**src/logic/mfj_pkg.sv**
```systemverilog
// constants and types shared by the monitor forced-jump logic
`default_nettype none
package mfj_pkg;
  // extended i/o port numbers
  localparam logic [7:0] PORT_SEQUENCE_COUNT_LOAD = 8'hFB;
  localparam logic [7:0] PORT_SAVED_ADDRESS_LOW = 8'hFC;
  localparam logic [7:0] PORT_SAVED_ADDRESS_HIGH = 8'hFD;
  // sequencer count map
  localparam logic [4:0] SEQ_COUNT_POWER_ON = 5'h1B;
  localparam logic [4:0] SEQ_COUNT_LIVE_FIRST = 5'h1C;
  localparam logic [4:0] SEQ_COUNT_LAST = 5'h1E;
  localparam logic [4:0] SEQ_COUNT_RESET = 5'h1F;
  // interrupt sub-sequence page and last step in the table
  localparam logic [1:0] SEQ_IRQ_PAGE = 2'h1;
  localparam logic [1:0] SEQ_IRQ_LAST_STEP = 2'h2;
  // opcode bytes and monitor entry
  localparam logic [7:0] OPCODE_NO_OPERATION = 8'hC0;
  localparam logic [7:0] OPCODE_ABSOLUTE_BRANCH_OP = 8'h1F;
  localparam logic [14:0] MONITOR_ENTRY_ADDRESS = 15'h1800;
  // interrupt vectors
  localparam logic [7:0] VECTOR_DIRECT = 8'h07;
  localparam logic [7:0] VECTOR_INDIRECT = 8'h87;
  // reset value of the saved address
  localparam logic [14:0] SAVED_ADDRESS_RESET = 15'h0000;
  // sequencer modes
  typedef enum logic [1:0]
  {
    MFJ_IDLE = 2'b00,
    MFJ_COUNT = 2'b01,
    MFJ_IRQ = 2'b10
  } mfj_seq_type;
endpackage
`default_nettype wire

```
**src/logic/mfj_forced_jump.sv**
```systemverilog
// monitor forced-jump logic: return sequencer, saved address, interrupt request
`default_nettype none
module mfj_forced_jump
  import mfj_pkg::*;
(
  input wire logic CLK,
  input wire logic RESET,
  input wire logic CE,
  input wire logic [14:0] ADDRESS,
  input wire logic [7:0] DATA_IN,
  output logic [7:0] DATA_OUT,
  output logic DATA_OE,
  input wire logic OPERATION_REQUEST,
  input wire logic MEMORY_IO,
  input wire logic WRITE,
  input wire logic EXTENDED_IO,
  input wire logic INTERRUPT_ACKNOWLEDGE,
  input wire logic WRITE_CONTROL_OP,
  output logic MEMORY_INHIBIT,
  output logic INTERRUPT_REQUEST_INPUT,
  output logic PROCESSOR_RESET_REQUEST,
  input wire logic MONITOR_KEY,
  input wire logic INTERRUPT_KEY,
  input wire logic LINE_CLOCK,
  input wire logic BUS_INTERRUPT,
  input wire logic SOURCE_SELECT,
  input wire logic BUS_INTERRUPT_ENABLE,
  input wire logic DIRECT_SELECT
);
  // pin synchronisers, bit order:
  // 6 direct, 5 bus enable, 4 source, 3 bus int, 2 line clk, 1 int key, 0 mon key
  localparam int SYNC_WIDTH = 7;
  logic [SYNC_WIDTH-1:0] pins;
  logic [SYNC_WIDTH-1:0] sync1_reg;
  logic [SYNC_WIDTH-1:0] sync2_reg;
  logic monitor_prev_reg; // edge detect on the synced key
  logic source_prev_reg; // edge detect on the chosen source
  logic request_prev_reg; // previous operation request level
  mfj_seq_type state_reg; // sequencer mode
  logic [4:0] count_reg; // sequencer counter
  logic [1:0] irq_step_reg; // position inside an interrupt sequence
  logic irq_direct_reg; // direct/indirect latched at acknowledge
  logic por_reg; // armed by reset, allows the address-zero no-op
  logic hold_reg; // this request is answered by the block
  logic [7:0] data_reg; // byte answered for this request
  logic irq_flop_reg; // interrupt request flop
  logic [14:0] saved; // last-address register value
  logic [7:0] table_data; // lookup table output
  logic [4:0] table_index; // lookup table address
  logic start; // first cycle of an operation request
  logic mem_read; // memory read request
  logic io_read; // extended i/o read request
  logic count_load; // write to the counter load port
  logic monitor_press; // monitor key pressed
  logic source_level; // selected interrupt source
  logic source_rise; // new interrupt event
  logic live; // counter sits in the driven part
  logic drive_now; // this request gets table bytes
  logic read_high; // monitor reads the saved high byte

  assign pins = {DIRECT_SELECT, BUS_INTERRUPT_ENABLE, SOURCE_SELECT, BUS_INTERRUPT,
                 LINE_CLOCK, INTERRUPT_KEY, MONITOR_KEY};

  // two flops per pin; the first stage feeds only the second
  genvar gi;
  generate
    for (gi = 0; gi < SYNC_WIDTH; gi++)
    begin : g_sync
      always_ff @(posedge CLK)
      begin
        if (RESET)
        begin
          sync1_reg[gi] <= 1'b0;
          sync2_reg[gi] <= 1'b0;
        end
        else if (CE)
        begin
          sync1_reg[gi] <= pins[gi];
          sync2_reg[gi] <= sync1_reg[gi];
        end
      end
    end
  endgenerate

  // request decode, all on the processor clock
  assign start = OPERATION_REQUEST && !request_prev_reg;
  assign mem_read = start && MEMORY_IO && !WRITE;
  assign io_read = start && !MEMORY_IO && EXTENDED_IO && !WRITE;
  assign count_load = start && !MEMORY_IO && EXTENDED_IO && WRITE
                      && ADDRESS[7:0] == PORT_SEQUENCE_COUNT_LOAD;
  assign read_high = io_read && ADDRESS[7:0] == PORT_SAVED_ADDRESS_HIGH;
  assign monitor_press = sync2_reg[0] && !monitor_prev_reg;

  // key or line clock, bus source only when its option is on
  assign source_level = (sync2_reg[4] ? sync2_reg[2] : sync2_reg[1])
                        || (sync2_reg[5] && sync2_reg[3]);
  assign source_rise = source_level && !source_prev_reg;

  // only the branch counts are live; lower counts are dummy states apart from the power-on no-op at zero, a spent count never drives
  assign live = count_reg >= SEQ_COUNT_LIVE_FIRST && count_reg <= SEQ_COUNT_LAST;

  // decide whether the table answers this fetch
  always_comb
  begin
    drive_now = 1'b0;
    if (mem_read && !INTERRUPT_ACKNOWLEDGE)
    begin
      case (state_reg)
        MFJ_COUNT: drive_now = live
          || (por_reg && count_reg == SEQ_COUNT_POWER_ON && ADDRESS == 15'h0000);
        MFJ_IRQ: drive_now = 1'b1;
        default: drive_now = 1'b0;
      endcase
    end
  end

  // in an interrupt sequence, latched direct select and step become table address bits
  assign table_index = (state_reg == MFJ_IRQ)
                       ? {SEQ_IRQ_PAGE, irq_direct_reg, irq_step_reg}
                       : count_reg;

  mfj_branch_table u_table
  (
    .index(table_index),
    .data(table_data)
  );

  // saved address follows user fetches, freezes on the first forced byte
  mfj_saved_address u_saved
  (
    .clk(CLK),
    .reset(RESET),
    .ce(CE),
    .capture(start && MEMORY_IO),
    .address(ADDRESS),
    .freeze(drive_now),
    .release_hold(read_high),
    .saved(saved)
  );

  // edge detector history
  always_ff @(posedge CLK)
  begin
    if (RESET)
    begin
      monitor_prev_reg <= 1'b0;
      source_prev_reg <= 1'b0;
      request_prev_reg <= 1'b0;
    end
    else if (CE)
    begin
      monitor_prev_reg <= sync2_reg[0];
      source_prev_reg <= source_level;
      request_prev_reg <= OPERATION_REQUEST;
    end
  end

  // sequencer: triggers first, then loads, then advancing
  always_ff @(posedge CLK)
  begin
    if (RESET)
    begin
      // power-up arms the full sequence
      state_reg <= MFJ_COUNT;
      count_reg <= SEQ_COUNT_POWER_ON;
      por_reg <= 1'b1;
      irq_step_reg <= 2'b00;
      irq_direct_reg <= 1'b0;
    end
    else if (CE)
    begin
      if (monitor_press)
      begin
        // key also resets the processor, so fetch restarts at zero
        state_reg <= MFJ_COUNT;
        count_reg <= SEQ_COUNT_POWER_ON;
        por_reg <= 1'b1;
      end
      else if (WRITE_CONTROL_OP)
      begin
        // breakpoint: next fetch is not at zero, so start at the branch
        state_reg <= MFJ_COUNT;
        count_reg <= SEQ_COUNT_LIVE_FIRST;
        por_reg <= 1'b0;
      end
      else if (count_load)
      begin
        state_reg <= MFJ_COUNT;
        count_reg <= DATA_IN[4:0];
        por_reg <= 1'b0;
      end
      else if (start)
      begin
        case (state_reg)
          MFJ_COUNT:
          begin
            if (INTERRUPT_ACKNOWLEDGE)
            begin
              // the processor only acknowledges between instructions
              state_reg <= MFJ_IRQ;
              irq_step_reg <= 2'b00;
              irq_direct_reg <= sync2_reg[6];
            end
            else
            begin
              count_reg <= count_reg + 5'd1;
              if (count_reg == SEQ_COUNT_LAST)
                state_reg <= MFJ_IDLE;
            end
          end
          MFJ_IRQ:
          begin
            if (!INTERRUPT_ACKNOWLEDGE)
            begin
              irq_step_reg <= irq_step_reg + 2'd1;
              if (irq_step_reg == SEQ_IRQ_LAST_STEP)
                state_reg <= MFJ_IDLE;
            end
          end
          default: state_reg <= MFJ_IDLE;
        endcase
      end
    end
  end

  // answer byte, latched at the start of the request
  always_ff @(posedge CLK)
  begin
    if (RESET)
    begin
      hold_reg <= 1'b0;
      data_reg <= 8'h00;
    end
    else if (CE)
    begin
      if (start)
      begin
        hold_reg <= 1'b0;
        if (INTERRUPT_ACKNOWLEDGE)
        begin
          hold_reg <= 1'b1;
          data_reg <= sync2_reg[6] ? VECTOR_INDIRECT : VECTOR_DIRECT;
        end
        else if (io_read && ADDRESS[7:0] == PORT_SAVED_ADDRESS_LOW)
        begin
          hold_reg <= 1'b1;
          data_reg <= saved[7:0];
        end
        else if (read_high)
        begin
          hold_reg <= 1'b1;
          data_reg <= {1'b0, saved[14:8]};
        end
        else if (drive_now)
        begin
          hold_reg <= 1'b1;
          data_reg <= (por_reg && count_reg == SEQ_COUNT_POWER_ON)
                      ? OPCODE_NO_OPERATION : table_data;
        end
      end
      else if (!OPERATION_REQUEST)
        hold_reg <= 1'b0;
    end
  end

  // interrupt request flop; a new event wins over acknowledge
  always_ff @(posedge CLK)
  begin
    if (RESET)
      irq_flop_reg <= 1'b0;
    else if (CE)
    begin
      if (source_rise)
        irq_flop_reg <= 1'b1;
      else if (INTERRUPT_ACKNOWLEDGE)
        irq_flop_reg <= 1'b0;
    end
  end

  // one-cycle processor reset request on the monitor key
  always_ff @(posedge CLK)
  begin
    if (RESET)
      PROCESSOR_RESET_REQUEST <= 1'b0;
    else if (CE)
      PROCESSOR_RESET_REQUEST <= monitor_press;
  end

  // inhibit also covers the first cycle, before the byte is latched
  assign MEMORY_INHIBIT = OPERATION_REQUEST && (drive_now || (hold_reg && MEMORY_IO));
  assign DATA_OE = OPERATION_REQUEST && hold_reg;
  assign DATA_OUT = data_reg;
  assign INTERRUPT_REQUEST_INPUT = irq_flop_reg;
endmodule
`default_nettype wire

```
**src/logic/mfj_branch_table.sv**
```systemverilog
// 32 x 8 lookup table holding the branch-to-monitor bytes
`default_nettype none
module mfj_branch_table
  import mfj_pkg::*;
(
  input wire logic [4:0] index,
  output logic [7:0] data
);
  // table contents; unlisted words are dummy states and never driven
  always_comb
  begin
    case (index)
      5'h1B: data = OPCODE_NO_OPERATION;
      5'h1C: data = OPCODE_ABSOLUTE_BRANCH_OP;
      5'h1D: data = {1'b0, MONITOR_ENTRY_ADDRESS[14:8]};
      5'h1E: data = MONITOR_ENTRY_ADDRESS[7:0];
      // interrupt sequences: direct at 08, indirect at 0C
      5'h08, 5'h0C: data = OPCODE_ABSOLUTE_BRANCH_OP;
      5'h09, 5'h0D: data = {1'b0, MONITOR_ENTRY_ADDRESS[14:8]};
      5'h0A, 5'h0E: data = MONITOR_ENTRY_ADDRESS[7:0];
      default: data = 8'h00;
    endcase
  end
endmodule
`default_nettype wire

```
**src/logic/mfj_saved_address.sv**
```systemverilog
// last-address register with capture, freeze and release
`default_nettype none
module mfj_saved_address
  import mfj_pkg::*;
(
  input wire logic clk,
  input wire logic reset,
  input wire logic ce,
  input wire logic capture,
  input wire logic [14:0] address,
  input wire logic freeze,
  input wire logic release_hold,
  output logic [14:0] saved
);
  logic frozen_reg; // held until the monitor reads the high byte

  // freeze flag; a new freeze wins over a release in the same cycle
  always_ff @(posedge clk)
  begin
    if (reset)
      frozen_reg <= 1'b0;
    else if (ce)
    begin
      if (freeze)
        frozen_reg <= 1'b1;
      else if (release_hold)
        frozen_reg <= 1'b0;
    end
  end

  // tracks every user address until frozen
  always_ff @(posedge clk)
  begin
    if (reset)
      saved <= SAVED_ADDRESS_RESET;
    else if (ce && capture && !frozen_reg)
      saved <= address;
  end
endmodule
`default_nettype wire

```
**config.mk**
```make
export PLATFORM = sky130hd
export DESIGN_NAME = mfj_forced_jump
export DESIGN_NICKNAME = d
export VERILOG_FILES = /design/src/logic/mfj_pkg.sv /design/src/logic/mfj_forced_jump.sv /design/src/logic/mfj_branch_table.sv /design/src/logic/mfj_saved_address.sv
export SDC_FILE = /design/constraint.sdc
export NUM_CORES = 1
export LEC_CHECK = 0
export BUFFER_PORTS_ARGS = -buffer_cell sky130_fd_sc_hd__buf_2
export CAP_MARGIN = 20
export CORE_MARGIN = 4
export CORE_UTILIZATION = 40
export CTS_BUF_LIST = sky130_fd_sc_hd__clkbuf_8
export DETAILED_ROUTE_END_ITERATION = 8
export HOLD_SLACK_MARGIN = 0.12
export PLACE_DENSITY = 0.67
export SKIP_CTS_REPAIR_TIMING = 1
export SLEW_MARGIN = 20
export SYNTH_ARGS = -nofsm -noshare
export SYNTH_HDL_FRONTEND = slang
export SYNTH_SLANG_ARGS = --single-unit
```
**constraint.sdc**
```tcl
create_clock -name CLK -period 1.97 [get_ports CLK]
set_input_delay 0.394 -clock CLK [delete_from_list [all_inputs] [get_ports CLK]]
set_output_delay 0.394 -clock CLK [all_outputs]
set_load 0.1 [all_outputs]
```
; Yosys cells after proc, flatten, opt, wreduce, memory -nomap -nowiden
; Memory sizes are Yosys's and may differ from the RTL's.
; Index checks and enable logic that the tools add are counted.
[classes]
addsub = 2
order_cmp = 2
eq_ne = 15
mux = 41
bitwise_logic = 3
n_reduce_logical = 49
[ops]
columns = op, n
row1 = $mux 8, 6
row2 = $mux 5, 7
row3 = $eq 8x8->1 const B, 3
row4 = $logic_and 1x1->1, 22
row5 = $mux 2, 10
row6 = $logic_not 15->1, 1
row7 = $mux 1, 15
row8 = $reduce_bool 4->1, 3
row9 = $eq 5x5->1 const B, 2
row10 = $pmux 2 s2, 2
row11 = $reduce_and 2->1, 4
row12 = $reduce_and 8->1, 1
row13 = $logic_not 1->1, 7
row14 = $reduce_and 7->1, 1
row15 = $ne 6x6->1 const B, 1
row16 = $reduce_bool 2->1, 3
row17 = $add 5x1->5 const B, 1
row18 = $ge 5x5->1 const B, 1
row19 = $le 5x5->1 const B, 1
row20 = $ne 5x4->1 const B, 1
row21 = $ne 5x5->1 const B, 1
row22 = $reduce_and 5->1, 1
row23 = $eq 2x2->1 const B, 2
row24 = $ne 2x2->1 const B, 2
row25 = other kinds (10), 14
[totals]
register_bits = 55
romBits = 224
input_bits = 39
out_inout_bits = 12
wordCells = 141
memories = 1
[mem_list]
columns = memory, depth, word_bits, rd, rd_clocked_by_memory_dff, write_ports, line_no
row1 = (name not given), 32, 7, 1, 0, 0, mfj_branch_table.sv:12  ; case (index)

; Depth between registers and ports, before layout
; Gate-level depths: netlist (run 1).
[depth]
word_depth = 11
mapped_depth = 8

; Hierarchy
; Synthesis (run 1) repeated with hierarchy kept, for this count alone.
[hier_totals]
hier_cells = 334
area_unflattened_um2 = 3044.2
[modules_own_cells]
columns = module, n_inst, cells_per_inst, area_each_um2, seq_area_each_um2
row1 = mfj_forced_jump, 1, 254, 2229.6, 780.7
row2 = mfj_saved_address, 1, 70, 728.2, 320.3
row3 = mfj_branch_table, 1, 10, 86.3, 0.0

; Least setup slack after synthesis (run 1)
; No wires, ideal clock.
[synth_timing]
kind = input to output
startpoint = input port OPERATION_REQUEST
endpoint = output port MEMORY_INHIBIT
arrival_time_ps = 1941
setup_slack_ps = -365
cell_stages = 2
path_cell_list = and2_1 -> a21o_1
[synth_between]
elab_chain_cells = 7
[synth_lines]
columns = item, line_no
row1 = from (decl), mfj_forced_jump.sv:13  ; input wire logic OPERATION_REQUEST,
row2 = $logic_and 1x1->1, mfj_forced_jump.sv:86  ; assign start = OPERATION_REQUEST && !request_prev_reg;
row3 = $logic_and 1x1->1 (2 in a row), mfj_forced_jump.sv:87  ; assign mem_read = start && MEMORY_IO && !WRITE;
row4 = $logic_and 1x1->1, mfj_forced_jump.sv:106  ; if (mem_read && !INTERRUPT_ACKNOWLEDGE)
row5 = $mux 1, mfj_forced_jump.sv:106
row6 = $logic_or 1x1->1, mfj_forced_jump.sv:290  ; assign MEMORY_INHIBIT = OPERATION_REQUEST && (drive_now || (hold_reg && MEMORY_IO));
row7 = $logic_and 1x1->1 *, mfj_forced_jump.sv:290
row8 = to (decl), mfj_forced_jump.sv:19  ; output logic MEMORY_INHIBIT,
; Mark *: on every way between the ends. The rest lies on a longest branch, timed or not.

; Worst setup path after layout (run 1)
[layout_timing]
startpoint = register state_reg[0]
endpoint = output port MEMORY_INHIBIT
[layout_between]
elab_chain_cells = 5
[layout_lines]
columns = item, line_no
row1 = from (decl), mfj_forced_jump.sv:39  ; mfj_seq_type state_reg;
row2 = from (signal assigned), mfj_forced_jump.sv:164  ; state_reg <= MFJ_COUNT;
row3 = from (signal assigned), mfj_forced_jump.sv:175  ; state_reg <= MFJ_COUNT;
row4 = from (signal assigned), mfj_forced_jump.sv:182  ; state_reg <= MFJ_COUNT;
row5 = $eq 2x2->1 / $eq 2x1->1 (equally long branches), mfj_forced_jump.sv:108  ; case (state_reg)
row6 = $pmux 1 s2 *, mfj_forced_jump.sv:108
row7 = $mux 1 *, mfj_forced_jump.sv:106
row8 = $logic_or 1x1->1 *, mfj_forced_jump.sv:290
row9 = $logic_and 1x1->1 *, mfj_forced_jump.sv:290
; Marks and branches as above.

==> results of run 1 <==
[cell usage in the layout, fill, tap and decap left out, types with 2 or more instances in the layout]
master                       n
sky130_fd_sc_hd__o21ai_0     4
sky130_fd_sc_hd__ha_1        3
sky130_fd_sc_hd__nor2_1     27
sky130_fd_sc_hd__and2_2      2
sky130_fd_sc_hd__clkbuf_8    6
sky130_fd_sc_hd__inv_1       7
sky130_fd_sc_hd__nor3_1      4
sky130_fd_sc_hd__buf_2      46
sky130_fd_sc_hd__nand2_1    51
sky130_fd_sc_hd__buf_12      2
sky130_fd_sc_hd__nand4_1     4
sky130_fd_sc_hd__nand3b_1    2
sky130_fd_sc_hd__buf_4      21
sky130_fd_sc_hd__nor3b_1     4
sky130_fd_sc_hd__mux2i_1    29
sky130_fd_sc_hd__bufinv_16   2
sky130_fd_sc_hd__and2_1      4
sky130_fd_sc_hd__nor4b_1     2
sky130_fd_sc_hd__nand2b_1    4
sky130_fd_sc_hd__a221oi_2    3
sky130_fd_sc_hd__nor4_1      3
sky130_fd_sc_hd__dfxtp_1    51
sky130_fd_sc_hd__xor2_1      3
sky130_fd_sc_hd__o211ai_1    2
sky130_fd_sc_hd__nor2b_1     4
sky130_fd_sc_hd__a31oi_1     3
sky130_fd_sc_hd__a21oi_1    22
sky130_fd_sc_hd__a211oi_1    5
sky130_fd_sc_hd__a31o_1      2
sky130_fd_sc_hd__dfxtp_2     3
sky130_fd_sc_hd__ha_4        2
sky130_fd_sc_hd__inv_2       2
sky130_fd_sc_hd__nand3_1     6
[power groups by stage]
| stage | Sequential, mW | Clock [mW] | Combinational [mW] |
|---|---|---|---|
| 2_1_floorplan | 1.22 | 0 | 0.218 |
| 3_3_place_gp | 1.19 | 0 | 0.371 |
| 3_5_place_dp | 1.19 | 0 | 0.376 |
| 4_1_cts | 1.16 | 0.922 | 0.378 |
| 5_1_grt | 1.17 | 0.968 | 0.445 |
| 6_report | 1.16 | 0.902 | 0.405 |
[worst min-delay path, cell delays in order]
cell	delay, ns
sky130_fd_sc_hd__buf_2	0.08
sky130_fd_sc_hd__mux2i_1	0.05
sky130_fd_sc_hd__nor2_1	0.07
[path summary, 6_finish.rpt]
path | startpoint | to
worst max-delay path | state_reg[0] | MEMORY_INHIBIT
worst max register to register | state_reg[0] | DATA_OUT[4]
worst min-delay path | INTERRUPT_KEY | sync1_reg[1]
worst min register to register | u_saved.saved[14] | u_saved.saved[14]
[cells by family (layout without fill, tap and decap cells)]
family	after synthesis	in the layout	share of synthesized area [%]
AND/OR/NAND/NOR	132	132	25.9
AO/OA/AOI/OAI	57	57	14.8
flip-flops	54	54	39.9
multiplexers	30	30	11.1
buffers and inverters	27	88	4.99
adder cells (fa/ha/maj)	5	5	2.31
XOR/XNOR	3	3	0.970
[final cells by class]
class	instances	area [um2]
Sequential cell	54	1080
Tap cell	77	96.3
Clock inverter	2	60.1
Clock buffer	6	82.6
Multi-Input combinational cell	227	1560
Fill cell	621	3080
Timing Repair Buffer	70	453
Inverter	10	37.5
[stage by stage]
| stage | cell area (um2) | util (%) | TNS [ns] | total power, mW | setup WS (ns) |
|---|---|---|---|---|---|
| floorplan | 2720 | - | 0 | 1.44 | 0.00346 |
| global placement | 3100 | 48.0 | -0.186 | 1.56 | -0.0408 |
| detailed placement | 3100 | 48.0 | -0.427 | 1.56 | -0.0940 |
| CTS | 3250 | 50.3 | -0.883 | 2.46 | -0.372 |
| global route | 3380 | 52.3 | -0.678 | 2.58 | -0.341 |
| finish | 3380 | 52.3 | -0.229 | 2.47 | -0.229 |
[per-layer routing]
metal  global-route usage, %  share of wire, %
met1                    19.9                47
met2                    26.3                48
met3                    3.17               4.0
met4                    3.95               1.2
met5                       0                 0
[cell usage after synthesis (5+ instances only)]
master                     instances
sky130_fd_sc_hd__dfxtp_1          54
sky130_fd_sc_hd__nand2_1          51
sky130_fd_sc_hd__mux2i_1          29
sky130_fd_sc_hd__nor2_1           27
sky130_fd_sc_hd__a21oi_1          22
sky130_fd_sc_hd__inv_1             9
sky130_fd_sc_hd__clkbuf_1          8
sky130_fd_sc_hd__nand3_1           6
sky130_fd_sc_hd__a211oi_1          5
sky130_fd_sc_hd__and2_1            5
sky130_fd_sc_hd__ha_1              5
==> metrics.log, run 1 <==
INFO  metric worstHoldPathType = in2reg
INFO  metric synth.cell_area = 0.00271 mm2
INFO  metric dieArea = 0.00816 mm2
INFO  metric sw_share = between 20% and 30%
INFO  metric regMostFlops = u_saved.saved
INFO  metric slew_viol_final = 0
INFO  metric ctsLongestPathBuffers = 2
INFO  metric critPathTopFamily = simple AND/OR/NAND/NOR gates
INFO  metric vias_per_cell = 5.36
INFO  metric leakage = 1.42 nW
INFO  metric combinationalPowerShare = 16.4%
INFO  metric drt_pre_antenna_iters = 5
INFO  metric synth_ff_type = sky130_fd_sc_hd__dfxtp_1
INFO  metric max_ffs_per_register = 15
INFO  metric num-nets-final = 412
INFO  metric cts_sinks = 54
INFO  metric grt_use_total = 15.4%
INFO  metric antenna-diode-count = 0
INFO  metric grt_first_pass_wirelength = between 10000 and 15000 um
INFO  metric core_region_area = 0.00646 mm2
INFO  metric cts_root_buffer = sky130_fd_sc_hd__clkbuf_8
INFO  metric post-place-cells = 433
INFO  metric die_h = 90.3 um
INFO  metric globalRoute.totalOverflow = 0
INFO  metric vias = 2391
INFO  metric worstRegToRegCells = 9
INFO  metric post-synth-top-area-cell = sky130_fd_sc_hd__dfxtp_1
INFO  metric seqPwrFrac = about 47%
INFO  metric rsz_0062_raised_after_global_routing = yes
INFO  metric yosys.cell_types.count = 62
INFO  metric data_arrival_critical_path = 1.80 ns
INFO  metric hold_violation_total_from_the_final_report = 0
INFO  metric clkLatencyLatePin = approximately 0.3 ns
INFO  metric top_level_ports = 51
INFO  metric max_stage_delay = 0.35 ns
INFO  metric postSynthCellCount = 308
INFO  metric first_global_vias = 2302
INFO  metric row_count = 29
INFO  metric grt_start_max_net_pins = 23
INFO  metric die_width = around 90 um
INFO  metric timing.max_cap.violations = 0
INFO  metric worst_ir_drop_vdd = 0.550 mV
INFO  metric power.clock.fraction = 36.5%
INFO  metric postSynthAreaPerCell = between 8 and 9 um2
INFO  metric internal_power = 1.85 mW
INFO  metric timing.critical_path.required = roughly 1.6 ns
INFO  metric synth_nets = 352
INFO  metric pwr_dens = about 730 mW/mm2
INFO  metric antenna_violations_before_repair = 0
INFO  metric cts.clk_slew.worst_paths = roughly 0.10 ns
INFO  metric layout-drive-gt1-share = between 20% and 30%
INFO  metric clock.fmax = around 0.45 GHz
INFO  metric cts_buffers = 5
INFO  metric fin_crit_sh = 112%
INFO  metric yosysTopAreaCellShare = 39.9%
INFO  metric layout-area-overhead-vs-synth = 24.6%
INFO  metric status = finished with violations
INFO  metric timing.clock.skew = 0.00438 ns
INFO  metric routabilityCongestion = 0.831
INFO  metric hpwl = between 4000 and 5000 um
INFO  metric initial_core_util = 42.0%
INFO  metric clock_tree.htree_level_count = 2
INFO  metric p_sw = a little over 600 uW
INFO  metric layout.cells.non_filler = approximately 450
INFO  metric critical_path_cell_count = 7
INFO  metric end_kind = output port
INFO  metric drt_iter0_markers = 137
INFO  metric failed_checks = setup timing
INFO  metric synthTopCellsByArea = sky130_fd_sc_hd__dfxtp_1 (40%), sky130_fd_sc_hd__mux2i_1 (11%), sky130_fd_sc_hd__nand2_1 (7.1%)
INFO  metric final_critical_path_setup_slack = -0.229 ns
INFO  metric min_delay_path_depth = 3
INFO  metric ys_warn_count = 0
INFO  metric drt.antenna.violating_nets = 0
INFO  metric remaining_drc_errors = 0
INFO  metric seq_area_frac_synth = 39.9%
INFO  metric measured_slew_at_the_worst_slew_check_pin = 0.541 ns
INFO  metric setup.reg_to_reg.worst_slack = 0.01 ns
INFO  metric hold_slack = between 0.3 and 0.4 ns
INFO  metric cp_num_buf_inv = 2
INFO  metric port_buffers = 47
INFO  metric critical_path.max_fanout = 4
INFO  metric setup_viol_count_final = 1
INFO  metric number_of_synthesized_register_bits = 54
INFO  metric period_needed = 2.20 ns
INFO  metric number_of_flops_mapped_to_enable_cells_by_yosys = 0
INFO  metric crit_path_cell_trace = buf_4 -> ha_4 -> nor4b_2 -> nand4_1 -> o22ai_2 -> a21o_4 -> buf_12
INFO  metric tritoncts = done
INFO  metric startpoint_type = flop
INFO  metric route.final.wire_length = 6430 um
INFO  metric critPathKind = reg2out
INFO  metric max_slew_margin = roughly 64%
INFO  metric route.detailed.wl_per_inst = about 14 um
INFO  metric synthArstFlopShare = 0%
INFO  metric crit_path_top_delay_cell = sky130_fd_sc_hd__dfxtp_2
Power figures use the tool's default switching activity.
==> run 2, diff against run 1 <==
--- a/config.mk
+++ b/config.mk
@@ -8,11 +8,11 @@
 export BUFFER_PORTS_ARGS = -buffer_cell sky130_fd_sc_hd__buf_2
 export CAP_MARGIN = 20
 export CORE_MARGIN = 4
-export CORE_UTILIZATION = 40
+export CORE_UTILIZATION = 57
 export CTS_BUF_LIST = sky130_fd_sc_hd__clkbuf_8
 export DETAILED_ROUTE_END_ITERATION = 8
 export HOLD_SLACK_MARGIN = 0.12
-export PLACE_DENSITY = 0.67
+export PLACE_DENSITY = 0.88
 export SKIP_CTS_REPAIR_TIMING = 1
 export SLEW_MARGIN = 20
 export SYNTH_ARGS = -nofsm -noshare
==> run 2 against run 1 <==
  * The run still ends with setup timing left
  * Count of clock-buffer cells in the layout did not move
  * Via count rose by 5.4%
  * Worst setup slack got worse by 0.21 ns
  * First-iteration DRC count rose by 67%
  * Clock skew rose by 0.0028 ns
  * Critical path depth did not move
  * Global-route usage rose by 5.8 points
  * Design area fell by 3.4%
  * Largest power group unchanged
  * Highest routed layer unchanged
==> metrics.log, run 2 (synthesized netlist as in run 1, its figures left out) <==
INFO  metric critical_path.max_fanout = 3 (-1)
INFO  metric setup_viol_count_final = 9 (+8)
INFO  metric num-nets-final = 410 (-0.49%)
INFO  metric layout.cells.non_filler = 419 (-6.1%)
INFO  metric critPathTopFamily = simple AND/OR/NAND/NOR gates
INFO  metric drt_pre_antenna_iters = 7 (+2)
INFO  metric timing.critical_path.required = 1.58 ns (about the same)
INFO  metric critPathKind = reg2out
INFO  metric top_level_ports = 51 (unchanged)
INFO  metric route.final.wire_length = 6720 um (+4.6%)
INFO  metric hold_path.startpoint = BUS_INTERRUPT
INFO  metric grt_first_pass_wirelength = 10500 um (-0.97%)
INFO  metric gr-usage-met2 = 37.5% (+11 points)
INFO  metric worst_ir_drop_vdd = 0.482 mV (-12%)
INFO  metric globalRoute.busiestLayer = met2
INFO  metric first_global_vias = 2328 (+1.1%)
INFO  metric remaining_drc_errors = 0 (unchanged)
INFO  metric fin_crit_sh = 122% (+11 points)
INFO  metric leakage = 1.39 nW (-2.4%)
INFO  metric initial_core_util = 60.6% (+19 points)
INFO  metric dieArea = 0.00592 mm2 (-27%)
INFO  metric final_common_cell = sky130_fd_sc_hd__dfxtp_1
INFO  metric worstSetupStartpoint = state_reg[0]
INFO  metric ctsLongestPathBuffers = 2 (unchanged)
INFO  metric globalRouteMet3Util = 4.33% (+1.2 points)
INFO  metric grt_start_max_net_pins = 32 (+39%)
INFO  metric p_sw = 610 uW (-2.1%)
INFO  metric core_region_area = 0.00447 mm2 (-31%)
INFO  metric routabilityCongestion = 0.901 (+8.4%)
INFO  metric route.detailed.wl_per_inst = 16.0 um (+11%)
INFO  metric globalRoute.totalOverflow = 0 (unchanged)
INFO  metric layout-drive-gt1-share = 27.0% (-1.5 points)
INFO  metric final_critical_path_setup_slack = -0.438 ns (-0.210 ns)
INFO  metric vias = 2519 (+5.4%)
INFO  metric combinationalPowerShare = 18.3% (+1.9 points)
INFO  metric antenna-diode-count = 0 (unchanged)
INFO  metric tritoncts = done
INFO  metric hpwl = 4650 um (-0.97%)
INFO  metric layout-area-overhead-vs-synth = 20.3%
INFO  metric rsz_0062_raised_after_global_routing = yes
INFO  metric sw_share = 27.9% (+2.7 points)
INFO  metric finalSetupTns = -2.04 ns (-1.81 ns)
INFO  metric vias_per_cell = 6.01 (+12%)
INFO  metric die_width = 77.0 um (-15%)
INFO  metric power.clock.fraction = 28.4% (-8.1 points)
INFO  metric final_core_utilization = 72.9% (+21 points)
INFO  metric port_buffers = 47 (unchanged)
INFO  metric internal_power = 1.58 mW (-15%)
INFO  metric max_stage_delay = 0.38 ns (+0.03 ns)
INFO  metric measured_slew_at_the_worst_slew_check_pin = 0.564 ns (+0.0228 ns)
INFO  metric cts_sinks = 54 (unchanged)
INFO  metric clock_tree.htree_level_count = 2 (unchanged)
INFO  metric clkLatencyLatePin = 0.31 ns (about the same)
INFO  metric drt_iter0_markers = 229 (+67%)
INFO  metric clock.fmax = 0.415 GHz (-8.7%)
INFO  metric row_count = 24 (-17%)
INFO  metric post-place-cells = 407 (-6.0%)
INFO  metric worstReg2RegStart = state_reg[0]
INFO  metric slew_viol_final = 0 (unchanged)
INFO  metric startpoint_type = flop
INFO  metric cp_num_buf_inv = 2 (unchanged)
INFO  metric cts_root_buffer = sky130_fd_sc_hd__clkbuf_8
INFO  metric crit_path_cell_trace = inv_2 -> ha_4 -> nor4b_4 -> nand4_1 -> o22ai_4 -> a21o_4 -> buf_12
INFO  metric status = finished with violations
INFO  metric die_h = 77.0 um (-15%)
INFO  metric crit_path_top_delay_cell = sky130_fd_sc_hd__dfxtp_2
INFO  metric final_cell_mix = sky130_fd_sc_hd__dfxtp_1 (52), sky130_fd_sc_hd__nand2_1 (51), sky130_fd_sc_hd__buf_2 (46), sky130_fd_sc_hd__mux2i_1 (29), sky130_fd_sc_hd__nor2_1 (27)
INFO  metric hold_violation_total_from_the_final_report = 0 (unchanged)
INFO  metric drt.antenna.violating_nets = 0 (unchanged)
INFO  metric dpl-instance-area = 0.00306 mm2 (-1.3%)
INFO  metric failed_checks = setup timing
INFO  metric regMostFlops = u_saved.saved
INFO  metric data_arrival_critical_path = 2.01 ns (+0.21 ns)
INFO  metric period_needed = 2.41 ns (+0.210 ns)
INFO  metric cts_buffers = 5 (unchanged)
INFO  metric max_ffs_per_register = 15 (unchanged)
INFO  metric timing.max_cap.violations = 0 (unchanged)
INFO  metric end_kind = output port
INFO  metric pwr_dens = 670 mW/mm2 (-8.4%)
INFO  metric seqPwrFrac = 53.3% (+6.2 points)
INFO  metric timing.clock.skew = 0.00722 ns (+0.00284 ns)
INFO  metric globalRouteMet1Util = 26.0% (+6.1 points)
INFO  metric grt_use_total = 21.3% (+5.8 points)
INFO  metric worstHoldPathType = in2reg
INFO  metric finalInstanceArea = 0.00326 mm2 (-3.4%)
INFO  metric max_slew_margin = 62.3% (-1.4 points)
INFO  metric antenna_violations_before_repair = 0 (unchanged)
INFO  metric cts.clk_slew.worst_paths = 0.09 ns (about the same)
run 2: cell count changes in the layout (fill, tap and decap cells not counted), sizes merged:
| cell | change |
|---|---|
| bufinv | -2 |
| buf | -1 |
| clkbuf | -1 |
| clkinv | +1 |
| inv | +1 |
run 2: cell type report:
cell class	instances	area, um2
Clock inverter	2	8.76
Clock buffer	6	82.6
Tap cell	52	65.1
Fill cell	335	1210
Inverter	10	37.5
Multi-Input combinational cell	227	1560
Sequential cell	54	1080
Timing Repair Buffer	68	420
run 2: worst paths after layout:
check                      to  slack, ns  depth (start not counted)
max            MEMORY_INHIBIT      -0.44                          7
min              sync1_reg[3]       0.32                          3
max reg2reg       DATA_OUT[2]      -0.27                         10
min reg2reg  u_saved.saved[7]       0.46                          2
run 2: tightest hold or removal path, delay by kind of cell:
family | cells | cell delay (ns)
simple gates | 1 | 0.07
mux | 1 | 0.05
buf+inv | 1 | 0.07
run 2: power groups by stage:
| stage | clock, mW | combinational [mW] | sequential [mW] |
|---|---|---|---|
| floorplan | 0 | 0.218 | 1.22 |
| global placement | 0 | 0.360 | 1.19 |
| finish | 0.620 | 0.401 | 1.17 |
| CTS | 0.634 | 0.372 | 1.16 |
| global route | 0.679 | 0.433 | 1.17 |
| detailed placement | 0 | 0.371 | 1.19 |
run 2: stage by stage:
stage                     hold WS, ns  setup WS, ns  total power, mW
after floorplan                 0.432       0.00346             1.44
after global placement          0.438       -0.0169             1.54
after detailed placement        0.444       -0.0898             1.56
after CTS                       0.317        -0.397             2.17
after global routing            0.331        -0.532             2.28
final                           0.325        -0.438             2.19
run 2: per-layer routing:
layer / vias up / part of all wire (%)
li1: 1208 / -
met1: 1145 / 40
met2: 137 / 48
met3: 29 / 8.4
met4: 0 / 3.4
met5: - / 0
==> run 3, diff against run 2 <==
--- a/config.mk
+++ b/config.mk
@@ -13,6 +13,7 @@
 export DETAILED_ROUTE_END_ITERATION = 8
 export HOLD_SLACK_MARGIN = 0.12
 export PLACE_DENSITY = 0.88
+export SETUP_SLACK_MARGIN = 0.05
 export SKIP_CTS_REPAIR_TIMING = 1
 export SLEW_MARGIN = 20
 export SYNTH_ARGS = -nofsm -noshare
==> run 3 against run 2 <==
  * The run still ends with setup timing left
  * Power is 13% higher
  * First-iteration DRC count is 13% higher
  * Non-clock buffer count is 7 higher
  * Sequential share of layout area is 0.97 points lower
  * Highest routed layer unchanged
  * Via count is 3.7% higher
  * Largest cell class unchanged
==> metrics.log, run 3 (synthesized netlist as in run 1, its figures left out) <==
INFO  metric p_sw = 659 uW (+8.1%)
INFO  metric max_ffs_per_register = 15 (unchanged)
INFO  metric routabilityCongestion = 0.950 (+5.4%)
INFO  metric layout.cells.non_filler = 426 (+1.7%)
INFO  metric clock_tree.htree_level_count = 2 (unchanged)
INFO  metric drt_iter0_markers = 259 (+13%)
INFO  metric cts_root_buffer = sky130_fd_sc_hd__clkbuf_8
INFO  metric place_ws = -0.169 ns (-0.0791 ns)
INFO  metric pwr_dens = 738 mW/mm2 (+10%)
INFO  metric final_power = 2.48 mW (+13%)
INFO  metric measured_slew_at_the_worst_slew_check_pin = 0.497 ns (-0.0670 ns)
INFO  metric initial_core_util = 60.6% (unchanged)
INFO  metric power.clock.fraction = 35.9% (+7.5 points)
INFO  metric vias_per_cell = 6.13 (+2.0%)
INFO  metric globalRoute.totalOverflow = 0 (unchanged)
INFO  metric layout-drive-gt1-share = 28.6% (+1.6 points)
INFO  metric fin_crit_sh = 118% (-4.2 points)
INFO  metric hold_slack = 0.310 ns (-0.0149 ns)
INFO  metric combinationalPowerShare = 17.0% (-1.3 points)
INFO  metric worstHoldPathType = in2reg
INFO  metric die_h = 77.0 um (unchanged)
INFO  metric status = finished with violations
INFO  metric drt.antenna.violating_nets = 0 (unchanged)
INFO  metric max_slew_margin = 67.1% (+4.8 points)
INFO  metric fill_cell_count = 302 (-9.9%)
INFO  metric drt_pre_antenna_iters = 6 (-1)
INFO  metric hold_violation_total_from_the_final_report = 0 (unchanged)
INFO  metric hpwl = 4790 um (+3.1%)
INFO  metric die_width = 77.0 um (unchanged)
INFO  metric port_buffers = 47 (unchanged)
INFO  metric num-nets-final = 417 (+1.7%)
INFO  metric max_stage_delay = 0.35 ns (-0.03 ns)
INFO  metric antenna-diode-count = 0 (unchanged)
INFO  metric end_kind = output port
INFO  metric tritoncts = done
INFO  metric final_core_utilization = 75.1% (+2.2 points)
INFO  metric grt_start_max_net_pins = 24 (-25%)
INFO  metric clock.fmax = 0.430 GHz (+3.6%)
INFO  metric cts_sinks = 54 (unchanged)
INFO  metric timing.clock.skew = 0.0105 ns (+0.00328 ns)
INFO  metric leakage = 1.43 nW (+3.2%)
INFO  metric rsz_0062_raised_after_global_routing = yes
INFO  metric final_cell_mix = sky130_fd_sc_hd__dfxtp_1 (52), sky130_fd_sc_hd__nand2_1 (51), sky130_fd_sc_hd__buf_2 (46), sky130_fd_sc_hd__mux2i_1 (29)
INFO  metric final_common_cell = sky130_fd_sc_hd__dfxtp_1
INFO  metric critPathKind = reg2out
INFO  metric sw_share = 26.6% (-1.3 points)
INFO  metric grt_use_total = 22.6% (+1.3 points)
INFO  metric vias = 2612 (+3.7%)
INFO  metric ctsLongestPathBuffers = 2 (unchanged)
INFO  metric failed_checks = setup timing
INFO  metric cts.clk_slew.worst_paths = 0.10 ns (about the same)
INFO  metric first_global_vias = 2328 (unchanged)
INFO  metric top_level_ports = 51 (unchanged)
INFO  metric startpoint_type = flop
INFO  metric period_needed = 2.33 ns (-0.0826 ns)
INFO  metric internal_power = 1.82 mW (+15%)
INFO  metric post-place-cells = 413 (+1.5%)
INFO  metric regMostFlops = u_saved.saved
INFO  metric crit_path_top_delay_cell = sky130_fd_sc_hd__dfxtp_2
INFO  metric remaining_drc_errors = 0 (unchanged)
INFO  metric worst_ir_drop_vdd = 0.528 mV (+9.5%)
INFO  metric data_arrival_critical_path = 1.93 ns (-0.08 ns)
INFO  metric antenna_violations_before_repair = 0 (unchanged)
INFO  metric row_count = 24 (unchanged)
INFO  metric core_region_area = 0.00447 mm2 (unchanged)
INFO  metric route.final.wire_length = 7400 um (+10%)
INFO  metric grt_first_pass_wirelength = 11000 um (+4.7%)
INFO  metric route.detailed.wl_per_inst = 17.4 um (+8.3%)
INFO  metric cts_buffers = 5 (unchanged)
INFO  metric layout-area-overhead-vs-synth = 23.9%
INFO  metric timing.critical_path.required = 1.58 ns (about the same)
INFO  metric critical_path.max_fanout = 2 (-1)
INFO  metric crit_path_cell_trace = inv_2 -> ha_4 -> nor4b_4 -> nand4_1 -> o22ai_4 -> a21o_4 -> buf_12
INFO  metric setup_viol_count_final = 6 (-3)
INFO  metric slew_viol_final = 0 (unchanged)
INFO  metric timing.max_cap.violations = 0 (unchanged)
INFO  metric seqPwrFrac = 47.1% (-6.2 points)
INFO  metric dieArea = 0.00592 mm2 (unchanged)
INFO  metric clkLatencyLatePin = 0.32 ns (about the same)
INFO  metric final_critical_path_setup_slack = -0.355 ns (+0.0826 ns)
run 3: per-layer routing:
metal  GRT usage, %  routed length [um]  vias up
met5              0                   0        -
met4           8.51                 132        0
met3           4.80                 514       17
met2           38.6                3670      124
met1           27.8                3080     1247
li1               -                   -     1224
run 3: worst paths after layout:
kind,slack (ns),cells past startpoint,start,endpoint
max reg2reg,-0.13,9,state_reg[0],DATA_OUT[2]
min,0.31,3,BUS_INTERRUPT,sync1_reg[3]
max,-0.36,7,state_reg[0],MEMORY_INHIBIT
min reg2reg,0.46,2,u_saved.saved[4],u_saved.saved[4]
run 3: stage by stage:
stage | area (um2) | setup TNS [ns]
2_1_floorplan | 2740 | 0
3_3_place_gp | 3140 | -0.0354
3_5_place_dp | 3140 | -0.609
4_1_cts | 3280 | -1.23
5_1_grt | 3360 | -1.41
6_report | 3360 | -0.855
run 3: area by class of cell:
type | instances | area [um2] | share of cell area, %
clock buffer | 5 | 68.8 | 2.05
multi-input combinational | 227 | 1560 | 46.5
timing repair buffer | 75 | 473 | 14.1
inverter | 10 | 37.5 | 1.12
sequential | 54 | 1080 | 32.3
tap | 52 | 65.1 | 1.94
clock inverter | 3 | 68.8 | 2.05
run 3: power by group through the flow:
stage          Sequential [mW]  Combinational [mW]  Clock [mW]
2_1_floorplan             1.22               0.220           0
3_3_place_gp              1.18               0.380           0
3_5_place_dp              1.19               0.387           0
4_1_cts                   1.16               0.393       0.893
5_1_grt                   1.17               0.453       0.938
6_report                  1.17               0.422       0.889
run 3: worst max-delay path: cells and delay by family, from the launching register on:
family / cells / cell delay, ns
and+or+nand+nor: 2 / 0.53
DFF: 1 / 0.35
adders and majority gates: 1 / 0.22
AOI/OAI and AO/OA: 2 / 0.30
buffers and inverters: 2 / 0.21
